<file path="src/inc/ncd_cfg.svh">
// Constants for the nibble core decode block: opcode rows, low-nibble codes, reset values, PC steps.
// Assumes inclusion from the decoder and core files only.
`ifndef NCD_CFG_SVH
`define NCD_CFG_SVH
`define NCD_ROW_MISC 4'h0
`define NCD_ROW_ADDI 4'h1
`define NCD_ROW_MOVL 4'h2
`define NCD_ROW_MOVH 4'h3
`define NCD_ROW_LDA 4'h5
`define NCD_ROW_STDIR 4'h6
`define NCD_ROW_LDDIR 4'h7
`define NCD_ROW_IND 4'h8
`define NCD_ROW_BR 4'h9
`define NCD_ROW_CJL 4'hA
`define NCD_ROW_CJM 4'hB
`define NCD_ROW_CJA 4'hC
`define NCD_ROW_CJD 4'hD
`define NCD_ROW_JMP 4'hE
`define NCD_ROW_CALL 4'hF
`define NCD_LO_CLRC 4'h0
`define NCD_LO_INCA 4'h1
`define NCD_LO_DECA 4'hF
`define NCD_LO_CLRA 4'h0
`define NCD_LO_ADDM 4'h8
`define NCD_LO_ADDCM 4'h9
`define NCD_LO_CLRF 4'h6
`define NCD_LO_SETF 4'h7
`define NCD_PC_RST 12'h000
`define NCD_NIB_RST 4'h0
`define NCD_PC_STEP2 12'h002
`define NCD_PC_STEP1 12'h001
`endif

</file>
<file path="src/inc/ncd_pkg.sv">
// Types shared by the nibble core decode files.
// Assumes ncd_cfg.svh is on the include path.
package ncd_pkg;
    typedef enum logic [3:0] {
        NCD_OP_NOP, NCD_OP_CLRC, NCD_OP_INCA, NCD_OP_DECA, NCD_OP_ADDI, NCD_OP_ADDM, NCD_OP_ADDCM,
        NCD_OP_LDA, NCD_OP_MOVL, NCD_OP_MOVH, NCD_OP_RDDIR, NCD_OP_WRDIR, NCD_OP_FLAG,
        NCD_OP_COMPARE_BRANCH_NOT_EQUAL, NCD_OP_JMP, NCD_OP_CALL
    } ncd_op_t;
    typedef struct packed {
        ncd_op_t op;
        logic [3:0] imm;
        logic [1:0] cmp_sel;
        logic flag_val;
        logic two_byte;
    } ncd_dec_t;
    typedef struct packed {
        logic [3:0] sum;
        logic carry;
    } ncd_sum_t;
endpackage

</file>
<file path="src/core/ncd_adder.sv">
// Nibble adder with carry in and carry out.
// Assumes operands come from logic on the same clock.
module ncd_adder (
    input wire logic [3:0] a_i,
    input wire logic [3:0] b_i,
    input wire logic c_i,
    output ncd_pkg::ncd_sum_t s_o
);
    import ncd_pkg::*;
    logic [4:0] total;
    assign total = {1'b0, a_i} + {1'b0, b_i} + {4'h0, c_i};
    assign s_o = {total[3:0], total[4]};
endmodule

</file>
<file path="src/core/ncd_decoder.sv">
// Opcode byte decoder for the nibble core.
// Assumes a full opcode byte is presented each execute cycle.
`include "ncd_cfg.svh"
module ncd_decoder (
    input wire logic [7:0] opcode_i,
    output ncd_pkg::ncd_dec_t dec_o
);
    import ncd_pkg::*;
    logic [3:0] hi;
    logic [3:0] lo;
    assign hi = opcode_i[7:4];
    assign lo = opcode_i[3:0];
    always_comb begin
        dec_o = '0;
        dec_o.op = NCD_OP_NOP;
        dec_o.imm = lo;
        case (hi)
            `NCD_ROW_MISC: begin
                if (lo == `NCD_LO_ADDM) begin
                    dec_o.op = NCD_OP_ADDM;
                end else if (lo == `NCD_LO_ADDCM) begin
                    dec_o.op = NCD_OP_ADDCM;
                end
            end
            `NCD_ROW_ADDI: begin
                if (lo == `NCD_LO_CLRC) begin
                    dec_o.op = NCD_OP_CLRC;
                end else if (lo == `NCD_LO_INCA) begin
                    dec_o.op = NCD_OP_INCA;
                end else if (lo == `NCD_LO_DECA) begin
                    dec_o.op = NCD_OP_DECA;
                end else begin
                    dec_o.op = NCD_OP_ADDI;
                end
            end
            `NCD_ROW_MOVL: dec_o.op = NCD_OP_MOVL;
            `NCD_ROW_MOVH: dec_o.op = NCD_OP_MOVH;
            `NCD_ROW_LDA: dec_o.op = NCD_OP_LDA;
            `NCD_ROW_STDIR: dec_o.op = NCD_OP_WRDIR;
            `NCD_ROW_LDDIR: dec_o.op = NCD_OP_RDDIR;
            `NCD_ROW_IND: begin
                if (lo == `NCD_LO_CLRF || lo == `NCD_LO_SETF) begin
                    dec_o.op = NCD_OP_FLAG;
                    dec_o.flag_val = lo[0];
                end
            end
            `NCD_ROW_CJL, `NCD_ROW_CJM, `NCD_ROW_CJA, `NCD_ROW_CJD: begin
                dec_o.op = NCD_OP_COMPARE_BRANCH_NOT_EQUAL;
                dec_o.cmp_sel = hi[1:0];
                dec_o.two_byte = 1'b1;
            end
            `NCD_ROW_JMP: begin
                dec_o.op = NCD_OP_JMP;
                dec_o.two_byte = 1'b1;
            end
            `NCD_ROW_CALL: begin
                dec_o.op = NCD_OP_CALL;
                dec_o.two_byte = 1'b1;
            end
            default: dec_o.op = NCD_OP_NOP;
        endcase
    end
endmodule

</file>
<file path="src/core/ncd_core.sv">
// Function
// - Row one operand adds to accumulator, carry overflow
// - 08 adds RAM at pointer, carry out
// - 09 adds RAM, accumulator and carry
// - Branch displacement is signed eight bit
// - Direct operand selects one of sixteen registers
// - Two bit field selects RAM nibble bit
// - Data pointer is high over low nibble
// - Stack pointer is high over low part
// - Jump and call targets are twelve bit
// - Flag ops index flag array by pointer low nibble
// - Direct read returns register or port value
// - Row one: 0 clear carry, 1 inc, F dec
// - Row five: 0 clears, others load immediate
// - Rows A-D compare-branch, E jump, F call
// - Compare-branch adds displacement after advancing two
//
// Execution core for the nibble microcontroller: fetch, decode, execute.
// Assumes program memory and RAM answer combinationally in the same cycle;
// special registers other than the pointer nibbles live outside and answer sfr_rdata_i.
`include "ncd_cfg.svh"
module ncd_core (
    input wire logic clk_i,
    input wire logic rst_i,
    output logic [11:0] prog_addr_o,
    input wire logic [7:0] prog_data_i,
    output logic [7:0] ram_addr_o,
    input wire logic [3:0] ram_rdata_i,
    output logic [3:0] ram_wdata_o,
    output logic ram_we_o,
    output logic [3:0] sfr_addr_o,
    input wire logic [3:0] sfr_rdata_i,
    output logic [3:0] sfr_wdata_o,
    output logic sfr_we_o,
    output logic [15:0] flags_o,
    output logic [3:0] acc_o,
    output logic carry_o
);
    import ncd_pkg::*;

    typedef enum logic [1:0] {NCD_FETCH, NCD_OPER, NCD_PUSH} ncd_state_t;

    ncd_state_t state_r;
    logic [11:0] pc_r;
    logic [7:0] opcode_r;
    logic [3:0] acc_r;
    logic carry_r;
    logic [3:0] ptr_hi_r;
    logic [3:0] ptr_lo_r;
    logic [3:0] sp_hi_r;
    logic [3:0] sp_lo_r;
    logic [15:0] flags_r;
    logic [1:0] push_cnt_r;
    logic [11:0] ret_pc_r;
    logic [11:0] call_tgt_r;
    logic [3:0] sfr_addr_r;

    ncd_dec_t dec;
    ncd_sum_t add_res;
    logic [7:0] data_pointer;
    logic [7:0] stack_pointer;
    logic [7:0] stack_next;
    logic [3:0] add_b;
    logic add_cin;
    logic [3:0] cmp_a;
    logic [3:0] cmp_b;
    logic [11:0] pc_after;
    logic [11:0] rel_ext;
    logic [7:0] exec_byte;
    logic exec_now;
    logic [3:0] dir_read;
    logic bit_wr;
    logic [3:0] bit_data;
    logic [3:0] push_data;

    assign data_pointer = {ptr_hi_r, ptr_lo_r};
    assign stack_pointer = {sp_hi_r, sp_lo_r};
    assign stack_next = stack_pointer + 8'h01;

    // One byte opcodes execute in the fetch cycle; two byte forms wait for the operand byte
    assign exec_byte = (state_r == NCD_FETCH) ? prog_data_i : opcode_r;

    ncd_decoder u_dec (
        .opcode_i(exec_byte),
        .dec_o(dec)
    );

    // Pointer nibbles are kept here, so direct reads of them bypass the outside registers
    always_comb begin
        case (exec_byte[3:0])
            4'h0: dir_read = ptr_lo_r;
            4'h1: dir_read = ptr_hi_r;
            default: dir_read = sfr_rdata_i;
        endcase
    end

    always_comb begin
        add_b = 4'h0;
        add_cin = 1'b0;
        case (dec.op)
            NCD_OP_ADDI: add_b = dec.imm;
            NCD_OP_ADDM: add_b = ram_rdata_i;
            NCD_OP_ADDCM: begin
                add_b = ram_rdata_i;
                add_cin = carry_r;
            end
            NCD_OP_INCA: add_b = 4'h1;
            NCD_OP_DECA: add_b = 4'hF;
            default: add_b = 4'h0;
        endcase
    end

    ncd_adder u_add (
        .a_i(acc_r),
        .b_i(add_b),
        .c_i(add_cin),
        .s_o(add_res)
    );

    always_comb begin
        cmp_a = acc_r;
        cmp_b = dec.imm;
        case (dec.cmp_sel)
            2'h2: cmp_a = ptr_lo_r;
            2'h3: cmp_a = ram_rdata_i;
            2'h0: cmp_a = acc_r;
            default: begin
                cmp_a = acc_r;
                cmp_b = dir_read;
            end
        endcase
    end

    assign exec_now = (state_r == NCD_FETCH && !dec.two_byte) || (state_r == NCD_OPER);

    // Bit writes patch the nibble at the data pointer in place; the read comes back in the same cycle
    assign bit_wr = exec_now && exec_byte[7:4] == `NCD_ROW_IND && exec_byte[3];
    always_comb begin
        bit_data = ram_rdata_i;
        bit_data[exec_byte[1:0]] = exec_byte[2];
    end
    assign pc_after = pc_r + `NCD_PC_STEP1;
    assign rel_ext = {{4{prog_data_i[7]}}, prog_data_i};

    always_ff @(posedge clk_i) begin
        if (rst_i) begin
            state_r <= NCD_FETCH;
            opcode_r <= 8'h00;
            push_cnt_r <= 2'h0;
        end else begin
            case (state_r)
                NCD_FETCH: begin
                    opcode_r <= prog_data_i;
                    if (dec.two_byte) begin
                        state_r <= NCD_OPER;
                    end
                end
                NCD_OPER: begin
                    state_r <= (dec.op == NCD_OP_CALL) ? NCD_PUSH : NCD_FETCH;
                    push_cnt_r <= 2'h0;
                end
                NCD_PUSH: begin
                    push_cnt_r <= push_cnt_r + 2'h1;
                    if (push_cnt_r == 2'h2) begin
                        state_r <= NCD_FETCH;
                    end
                end
                default: state_r <= NCD_FETCH;
            endcase
        end
    end

    // Program counter; relative targets are taken from the address after the operand byte
    always_ff @(posedge clk_i) begin
        if (rst_i) begin
            pc_r <= `NCD_PC_RST;
            ret_pc_r <= `NCD_PC_RST;
            call_tgt_r <= `NCD_PC_RST;
        end else if (state_r == NCD_OPER) begin
            case (dec.op)
                NCD_OP_COMPARE_BRANCH_NOT_EQUAL: pc_r <= (cmp_a != cmp_b) ? pc_after + rel_ext : pc_after;
                NCD_OP_JMP: pc_r <= {opcode_r[3:0], prog_data_i};
                NCD_OP_CALL: begin
                    ret_pc_r <= pc_after;
                    call_tgt_r <= {opcode_r[3:0], prog_data_i};
                end
                default: pc_r <= pc_after;
            endcase
        end else if (state_r == NCD_PUSH) begin
            if (push_cnt_r == 2'h2) begin
                pc_r <= call_tgt_r;
            end
        end else begin
            pc_r <= pc_after;
        end
    end

    always_ff @(posedge clk_i) begin
        if (rst_i) begin
            acc_r <= `NCD_NIB_RST;
            carry_r <= 1'b0;
        end else if (exec_now) begin
            case (dec.op)
                NCD_OP_ADDI, NCD_OP_ADDM, NCD_OP_ADDCM: begin
                    acc_r <= add_res.sum;
                    carry_r <= add_res.carry;
                end
                NCD_OP_CLRC: carry_r <= 1'b0;
                NCD_OP_INCA, NCD_OP_DECA: acc_r <= add_res.sum;
                NCD_OP_LDA: acc_r <= dec.imm;
                NCD_OP_RDDIR: acc_r <= dir_read;
                NCD_OP_COMPARE_BRANCH_NOT_EQUAL: carry_r <= (cmp_a < cmp_b);
                default: acc_r <= acc_r;
            endcase
        end
    end

    always_ff @(posedge clk_i) begin
        if (rst_i) begin
            ptr_hi_r <= `NCD_NIB_RST;
            ptr_lo_r <= `NCD_NIB_RST;
        end else if (exec_now) begin
            if (dec.op == NCD_OP_MOVL || (dec.op == NCD_OP_WRDIR && dec.imm == 4'h0)) begin
                ptr_lo_r <= (dec.op == NCD_OP_MOVL) ? dec.imm : acc_r;
            end
            if (dec.op == NCD_OP_MOVH || (dec.op == NCD_OP_WRDIR && dec.imm == 4'h1)) begin
                ptr_hi_r <= (dec.op == NCD_OP_MOVH) ? dec.imm : acc_r;
            end
        end
    end

    // Stack pointer advances before each nibble is written
    always_ff @(posedge clk_i) begin
        if (rst_i) begin
            sp_hi_r <= `NCD_NIB_RST;
            sp_lo_r <= `NCD_NIB_RST;
        end else if (state_r == NCD_PUSH) begin
            {sp_hi_r, sp_lo_r} <= stack_next;
        end
    end

    always_ff @(posedge clk_i) begin
        if (rst_i) begin
            flags_r <= 16'h0000;
        end else if (exec_now && dec.op == NCD_OP_FLAG) begin
            flags_r[ptr_lo_r] <= dec.flag_val;
        end
    end

    // Return address goes out low nibble first, one nibble per push cycle
    always_comb begin
        case (push_cnt_r)
            2'h0: push_data = ret_pc_r[3:0];
            2'h1: push_data = ret_pc_r[7:4];
            default: push_data = ret_pc_r[11:8];
        endcase
    end

    always_ff @(posedge clk_i) begin
        if (rst_i) begin
            sfr_addr_r <= 4'h0;
        end else begin
            sfr_addr_r <= dec.imm;
        end
    end

    // Reads are combinational, so in the fetch cycle the direct read address comes from the fetched byte
    assign prog_addr_o = pc_r;
    assign sfr_addr_o = (state_r == NCD_FETCH) ? prog_data_i[3:0] : sfr_addr_r;
    // Strobes come from the executing cycle: a registered strobe would meet the next fetch's select lines
    assign ram_addr_o = (state_r == NCD_PUSH) ? stack_next : data_pointer;
    assign ram_wdata_o = (state_r == NCD_PUSH) ? push_data : bit_data;
    assign ram_we_o = (state_r == NCD_PUSH) || bit_wr;
    assign sfr_wdata_o = acc_r;
    assign sfr_we_o = exec_now && dec.op == NCD_OP_WRDIR && dec.imm > 4'h1;
    assign flags_o = flags_r;
    assign acc_o = acc_r;
    assign carry_o = carry_r;

    property p_addi;
        @(posedge clk_i) disable iff (rst_i)
        (exec_now && dec.op == NCD_OP_ADDI) |=>
            ({carry_r, acc_r} == {1'b0, $past(acc_r)} + {1'b0, $past(exec_byte[3:0])});
    endproperty
    a_addi: assert property (p_addi) else $error("add immediate result wrong");

    property p_add_with_carry;
        @(posedge clk_i) disable iff (rst_i)
        (exec_now && dec.op == NCD_OP_ADDCM) |=>
            ({carry_r, acc_r} == {1'b0, $past(acc_r)} + {1'b0, $past(ram_rdata_i)} + {4'h0, $past(carry_r)});
    endproperty
    a_add_with_carry: assert property (p_add_with_carry) else $error("add with carry wrong");

    property p_addm;
        @(posedge clk_i) disable iff (rst_i)
        (exec_now && dec.op == NCD_OP_ADDM) |=>
            ({carry_r, acc_r} == {1'b0, $past(acc_r)} + {1'b0, $past(ram_rdata_i)});
    endproperty
    a_addm: assert property (p_addm) else $error("add memory wrong");

    property p_compare_branch_not_equal;
        @(posedge clk_i) disable iff (rst_i)
        (state_r == NCD_OPER && dec.op == NCD_OP_COMPARE_BRANCH_NOT_EQUAL && cmp_a == cmp_b) |=> pc_r == $past(pc_r) + 12'h001;
    endproperty
    a_compare_branch_not_equal: assert property (p_compare_branch_not_equal) else $error("untaken compare branch pc wrong");

    property p_jmp;
        @(posedge clk_i) disable iff (rst_i)
        (state_r == NCD_OPER && dec.op == NCD_OP_JMP) |=> pc_r == {$past(opcode_r[3:0]), $past(prog_data_i)};
    endproperty
    a_jmp: assert property (p_jmp) else $error("jump target wrong");

    property p_lda;
        @(posedge clk_i) disable iff (rst_i)
        (exec_now && dec.op == NCD_OP_LDA) |=> acc_r == $past(exec_byte[3:0]);
    endproperty
    a_lda: assert property (p_lda) else $error("load immediate wrong");

    property p_clrc;
        @(posedge clk_i) disable iff (rst_i)
        (exec_now && dec.op == NCD_OP_CLRC) |=> !carry_r && $stable(acc_r);
    endproperty
    a_clrc: assert property (p_clrc) else $error("clear carry wrong");

    property p_call;
        @(posedge clk_i) disable iff (rst_i)
        (state_r == NCD_OPER && dec.op == NCD_OP_CALL) |=> ram_we_o [*3];
    endproperty
    a_call: assert property (p_call) else $error("call push missing");

    c_addi: cover property (@(posedge clk_i) disable iff (rst_i) exec_now && dec.op == NCD_OP_ADDI && add_res.carry);
    c_br: cover property (@(posedge clk_i) disable iff (rst_i) state_r == NCD_OPER && dec.op == NCD_OP_COMPARE_BRANCH_NOT_EQUAL);
    c_call: cover property (@(posedge clk_i) disable iff (rst_i) state_r == NCD_PUSH && push_cnt_r == 2'h2);
endmodule

</file>
<file path="config.mk">
export PLATFORM = sky130hd
export DESIGN_NAME = ncd_core
export DESIGN_NICKNAME = d
export VERILOG_FILES = /design/src/inc/ncd_pkg.sv /design/src/core/ncd_adder.sv /design/src/core/ncd_decoder.sv /design/src/core/ncd_core.sv
export VERILOG_INCLUDE_DIRS = /design/src /design/src/inc
export SDC_FILE = /design/constraint.sdc
export NUM_CORES = 1
export LEC_CHECK = 0
export ABC_AREA = 1
export BUFFER_PORTS_ARGS = -buffer_cell sky130_fd_sc_hd__buf_2
export CORE_MARGIN = 10
export CORE_UTILIZATION = 45
export CTS_BUF_LIST = sky130_fd_sc_hd__clkbuf_8 sky130_fd_sc_hd__clkbuf_16
export CTS_CLUSTER_SIZE = 20
export DETAILED_ROUTE_END_ITERATION = 7
export PLACE_DENSITY = 0.61
export SYNTH_ARGS = -nofsm -noshare
export SYNTH_HDL_FRONTEND = slang
export SYNTH_SLANG_ARGS = --single-unit
export TNS_END_PERCENT = 100
</file>
<file path="constraint.sdc">
create_clock -name clk_i -period 4 [get_ports clk_i]
set_input_delay 0.6 -clock clk_i [delete_from_list [all_inputs] [get_ports clk_i]]
set_output_delay 0.6 -clock clk_i [all_outputs]
set_load 0.02 [all_outputs]
</file>
==> impl_metrics.tcl <==
set metrics [dict create \
    synthesis.nets 1019 \
    maxCapViolCount 0 \
    placed_cell_area_um2 6750 \
    syn_inst 971 \
    synthDominantCellAreaShare_pct 27.23 \
    numCtsBuffers 9 \
    critPathArrivalTime_ps 3810 \
    startpoint "state_r[0]" \
    ios 73 \
    syn_avg_cell_area_um2 6.435 \
    synthTopCellsByArea "dfxtp_1 27%, nand2_1 13%, o21ai_0 6.9%" \
    synthFlopType "dfxtp_1" \
    viasPerCell 5.303 \
    cts.clk_slew.worst_paths_ps 70 \
    fin_util_pct 52.67 \
    wire_per_inst_um 16.29 \
    cp_slowest_stage_delay_ps 430 \
    setup_viol 0 \
    min_period_ps 3579 \
    ys_seq_area_share_pct 27.23 \
    max-clock-path-buffers 2 \
    tritoncts "done" \
    yosysTopAreaCell "dfxtp_1" \
    vias 6448 \
    track_usage_pct 21.20 \
    power.leakage_nw 3.411 \
    ys_types 46 \
    worst_slack_ps 420.9 \
    drt_iter0_drc 471 \
    vdd_drop_max_mv 0.4615 \
    ys_warn_count 0 \
    synth_edf_count 0 \
    clock-root-buffer "clkbuf_16" \
    skew_ps 11.34 \
    reg2reg_slack_ps 420 \
    diodes 0 \
    yosys-top-cells-count "210 x nand2_1, 107 x nor2_1, 105 x inv_1" \
    hpwlAfterDp_um 15410 \
    grt_pass1_wl_um 31800 \
    routed_wirelength_um 19800 \
    cellInternalPower_mw 2.673 \
    place_worst_setup_slack_ps 482.6 \
    postLayoutCellArea_um2 7058 \
    ctsResizeCount 0 \
    worstSetupPathType "flop to flop" \
    numPortBuffers 72 \
    grt_pass1_vias 5853 \
    pwr-share-seq_pct 19.9 \
    critPathRequiredTime_ps 4230 \
    clk_latency_ps 350 \
    hold_violations 0 \
    crit_slowest_cell "ha_1" \
    cellPowerDensity_nw_per_um2 814.1 \
    path_cells "inv_1, ha_1, buf_4, nand2_1, nand2_2, nand2_2, nor2_2, o211ai_1, o21ai_0, nand2_1, o21ai_0, ha_1, nand2_1, nor2_1, inv_1, o21ai_0, o21ai_0, nand2_1, nand3_1, a21oi_1" \
    rsz0062_at_grt "no" \
    num_rows 42 \
    status "complete, no violations" \
    nets 1083 \
    period_share_pct 89.48 \
    reg2reg_depth 20 \
    first_pass_iters 5 \
    drive_gt1_share_pct 17.12 \
    syn2layout_area_growth_pct 12.96 \
    switchingPower_mw 3.072 \
    hp-class "flop to flop" \
    comb_power_share_pct 64.8 \
    swShare_pct 53.47 \
    worstPathMaxFanout 17 \
    min_to "sp_lo_r[3]" \
    end_kind "flop" \
    ys_async_sr_fraction_pct 0 \
    die_x_um 137.8 \
    grt_max_degree 35 \
    htreeDepth 3 \
    fmax_mhz 279.4 \
    finalSetupTns_ps 0 \
    clkPwrFrac_pct 15.3 \
    drc 0 \
    rr_startpoint "state_r[0]" \
    cts_sinks 85 \
    die_h_um 137.8 \
    rr_endpoint "prog_addr_o[8]" \
    min_from "sp_lo_r[3]" \
    floorplan.initialDensity_pct 46.63 \
    grt-ovfl-total 0 \
    ant_nets 0 \
    maxSlewHeadroom_pct 52.03 \
    slew_viol_final 0 \
    antenna_found_initial 0 \
    tightest_slew_ps 718.8 \
    post-synth-top-count-cell "nand2_1" \
    die_area_um2 19000 \
    place.gp.congestion 0.9077 \
    ctsHoldBuffers 0 \
    syn-cell-area_um2 6248 \
    ys_ff_latch 85 \
    cp-start-kind "flop" \
    cts_setup_buffers 0 \
    core_area_um2 13400 \
    holdPathStages 2 \
]
==> cell usage in the layout (no fill, tap or decap), types with 4 or more instances in the layout <==
cell type / Yosys / final
clkbuf_16: 0 / 9
o21ai_0: 86 / 86
inv_2: 11 / 11
nor3_1: 28 / 28
xor2_1: 8 / 8
buf_4: 11 / 19
nor2_2: 9 / 9
nor2_1: 107 / 107
nand3_1: 47 / 47
a31oi_1: 10 / 10
o22ai_1: 4 / 4
nand4_1: 6 / 6
nand2_1: 210 / 210
o211ai_1: 13 / 13
buf_2: 5 / 72
a211oi_1: 17 / 17
a221oi_1: 4 / 4
inv_1: 105 / 104
ha_1: 27 / 27
a21oi_1: 81 / 81
nand2_2: 28 / 28
dfxtp_1: 85 / 85
nand2_4: 12 / 12
==> power groups by stage <==
stage	registers, mW	clock network (mW)	logic, mW
after floorplan	1.19	0	2.72
after global placement	1.16	0	3.68
after detailed placement	1.16	0	3.68
after CTS	1.14	0.894	3.70
after global routing	1.16	0.925	4.18
final	1.14	0.882	3.72
==> cell type report <==
type,count,area (um2)
clock buffers,10,239.0
clock inverters,6,68.82
fillers,1408,6342
inverters,119,456.7
multi-input cells,729,3869
flip-flops and latches,85,1702
well taps,176,220.2
repair buffers,91,503.0
==> per-layer routing <==
layer  global-route usage, %  part of all wire [%]
met5                       0                     0
met4                   4.809                   1.2
met3                   4.588                   7.6
met2                   30.31                    42
met1                   31.41                    49
==> logic make-up after synthesis <==
group | synth area share, %
buffers and inverters | 10.85
xor gates and xnor gates | 1.262
AOI/OAI and AO/OA | 21.09
DFF | 27.23
adders and majority gates | 6.368
and+or+nand+nor | 33.20
==> registers in the layout, indices dropped and copies added (netlist names) <==
name         count
carry_o          1
ptr_lo_r         4
ptr_hi_r         4
opcode_r         8
sp_lo_r          4
state_r          2
ret_pc_r        12
acc_o            4
sp_hi_r          4
call_tgt_r      12
prog_addr_o     12
push_cnt_r       2
flags_o         16
==> through the flow <==
step,power (mW),std cells,hold slack [ps]
2_1_floorplan,3.910,971,445.3
3_3_place_gp,4.837,1200,452.8
3_5_place_dp,4.833,1200,458.1
4_1_cts,5.729,1216,468.7
5_1_grt,6.271,1216,495.9
6_report,5.746,1216,470.2
==> worst max path at each step <==
stage               slack, ps              to  depth (start not counted)
finish                    420  prog_addr_o[8]                         20
floorplan                 780  prog_addr_o[3]                         22
CTS                       450  prog_addr_o[8]                         18
global route               10  prog_addr_o[8]                         18
global placement          550  prog_addr_o[1]                         21
detailed placement        480  prog_addr_o[8]                         18
==> worst max-delay path, delay by kind of cell, from the launching register on <==
kind	cells	cell delay, ps
adders and majority gates	2	690
DFF	1	310
and+or+nand+nor	9	960
AOI/OAI and AO/OA	6	780
buffers and inverters	3	700
(Power assumes the default switching activity.)
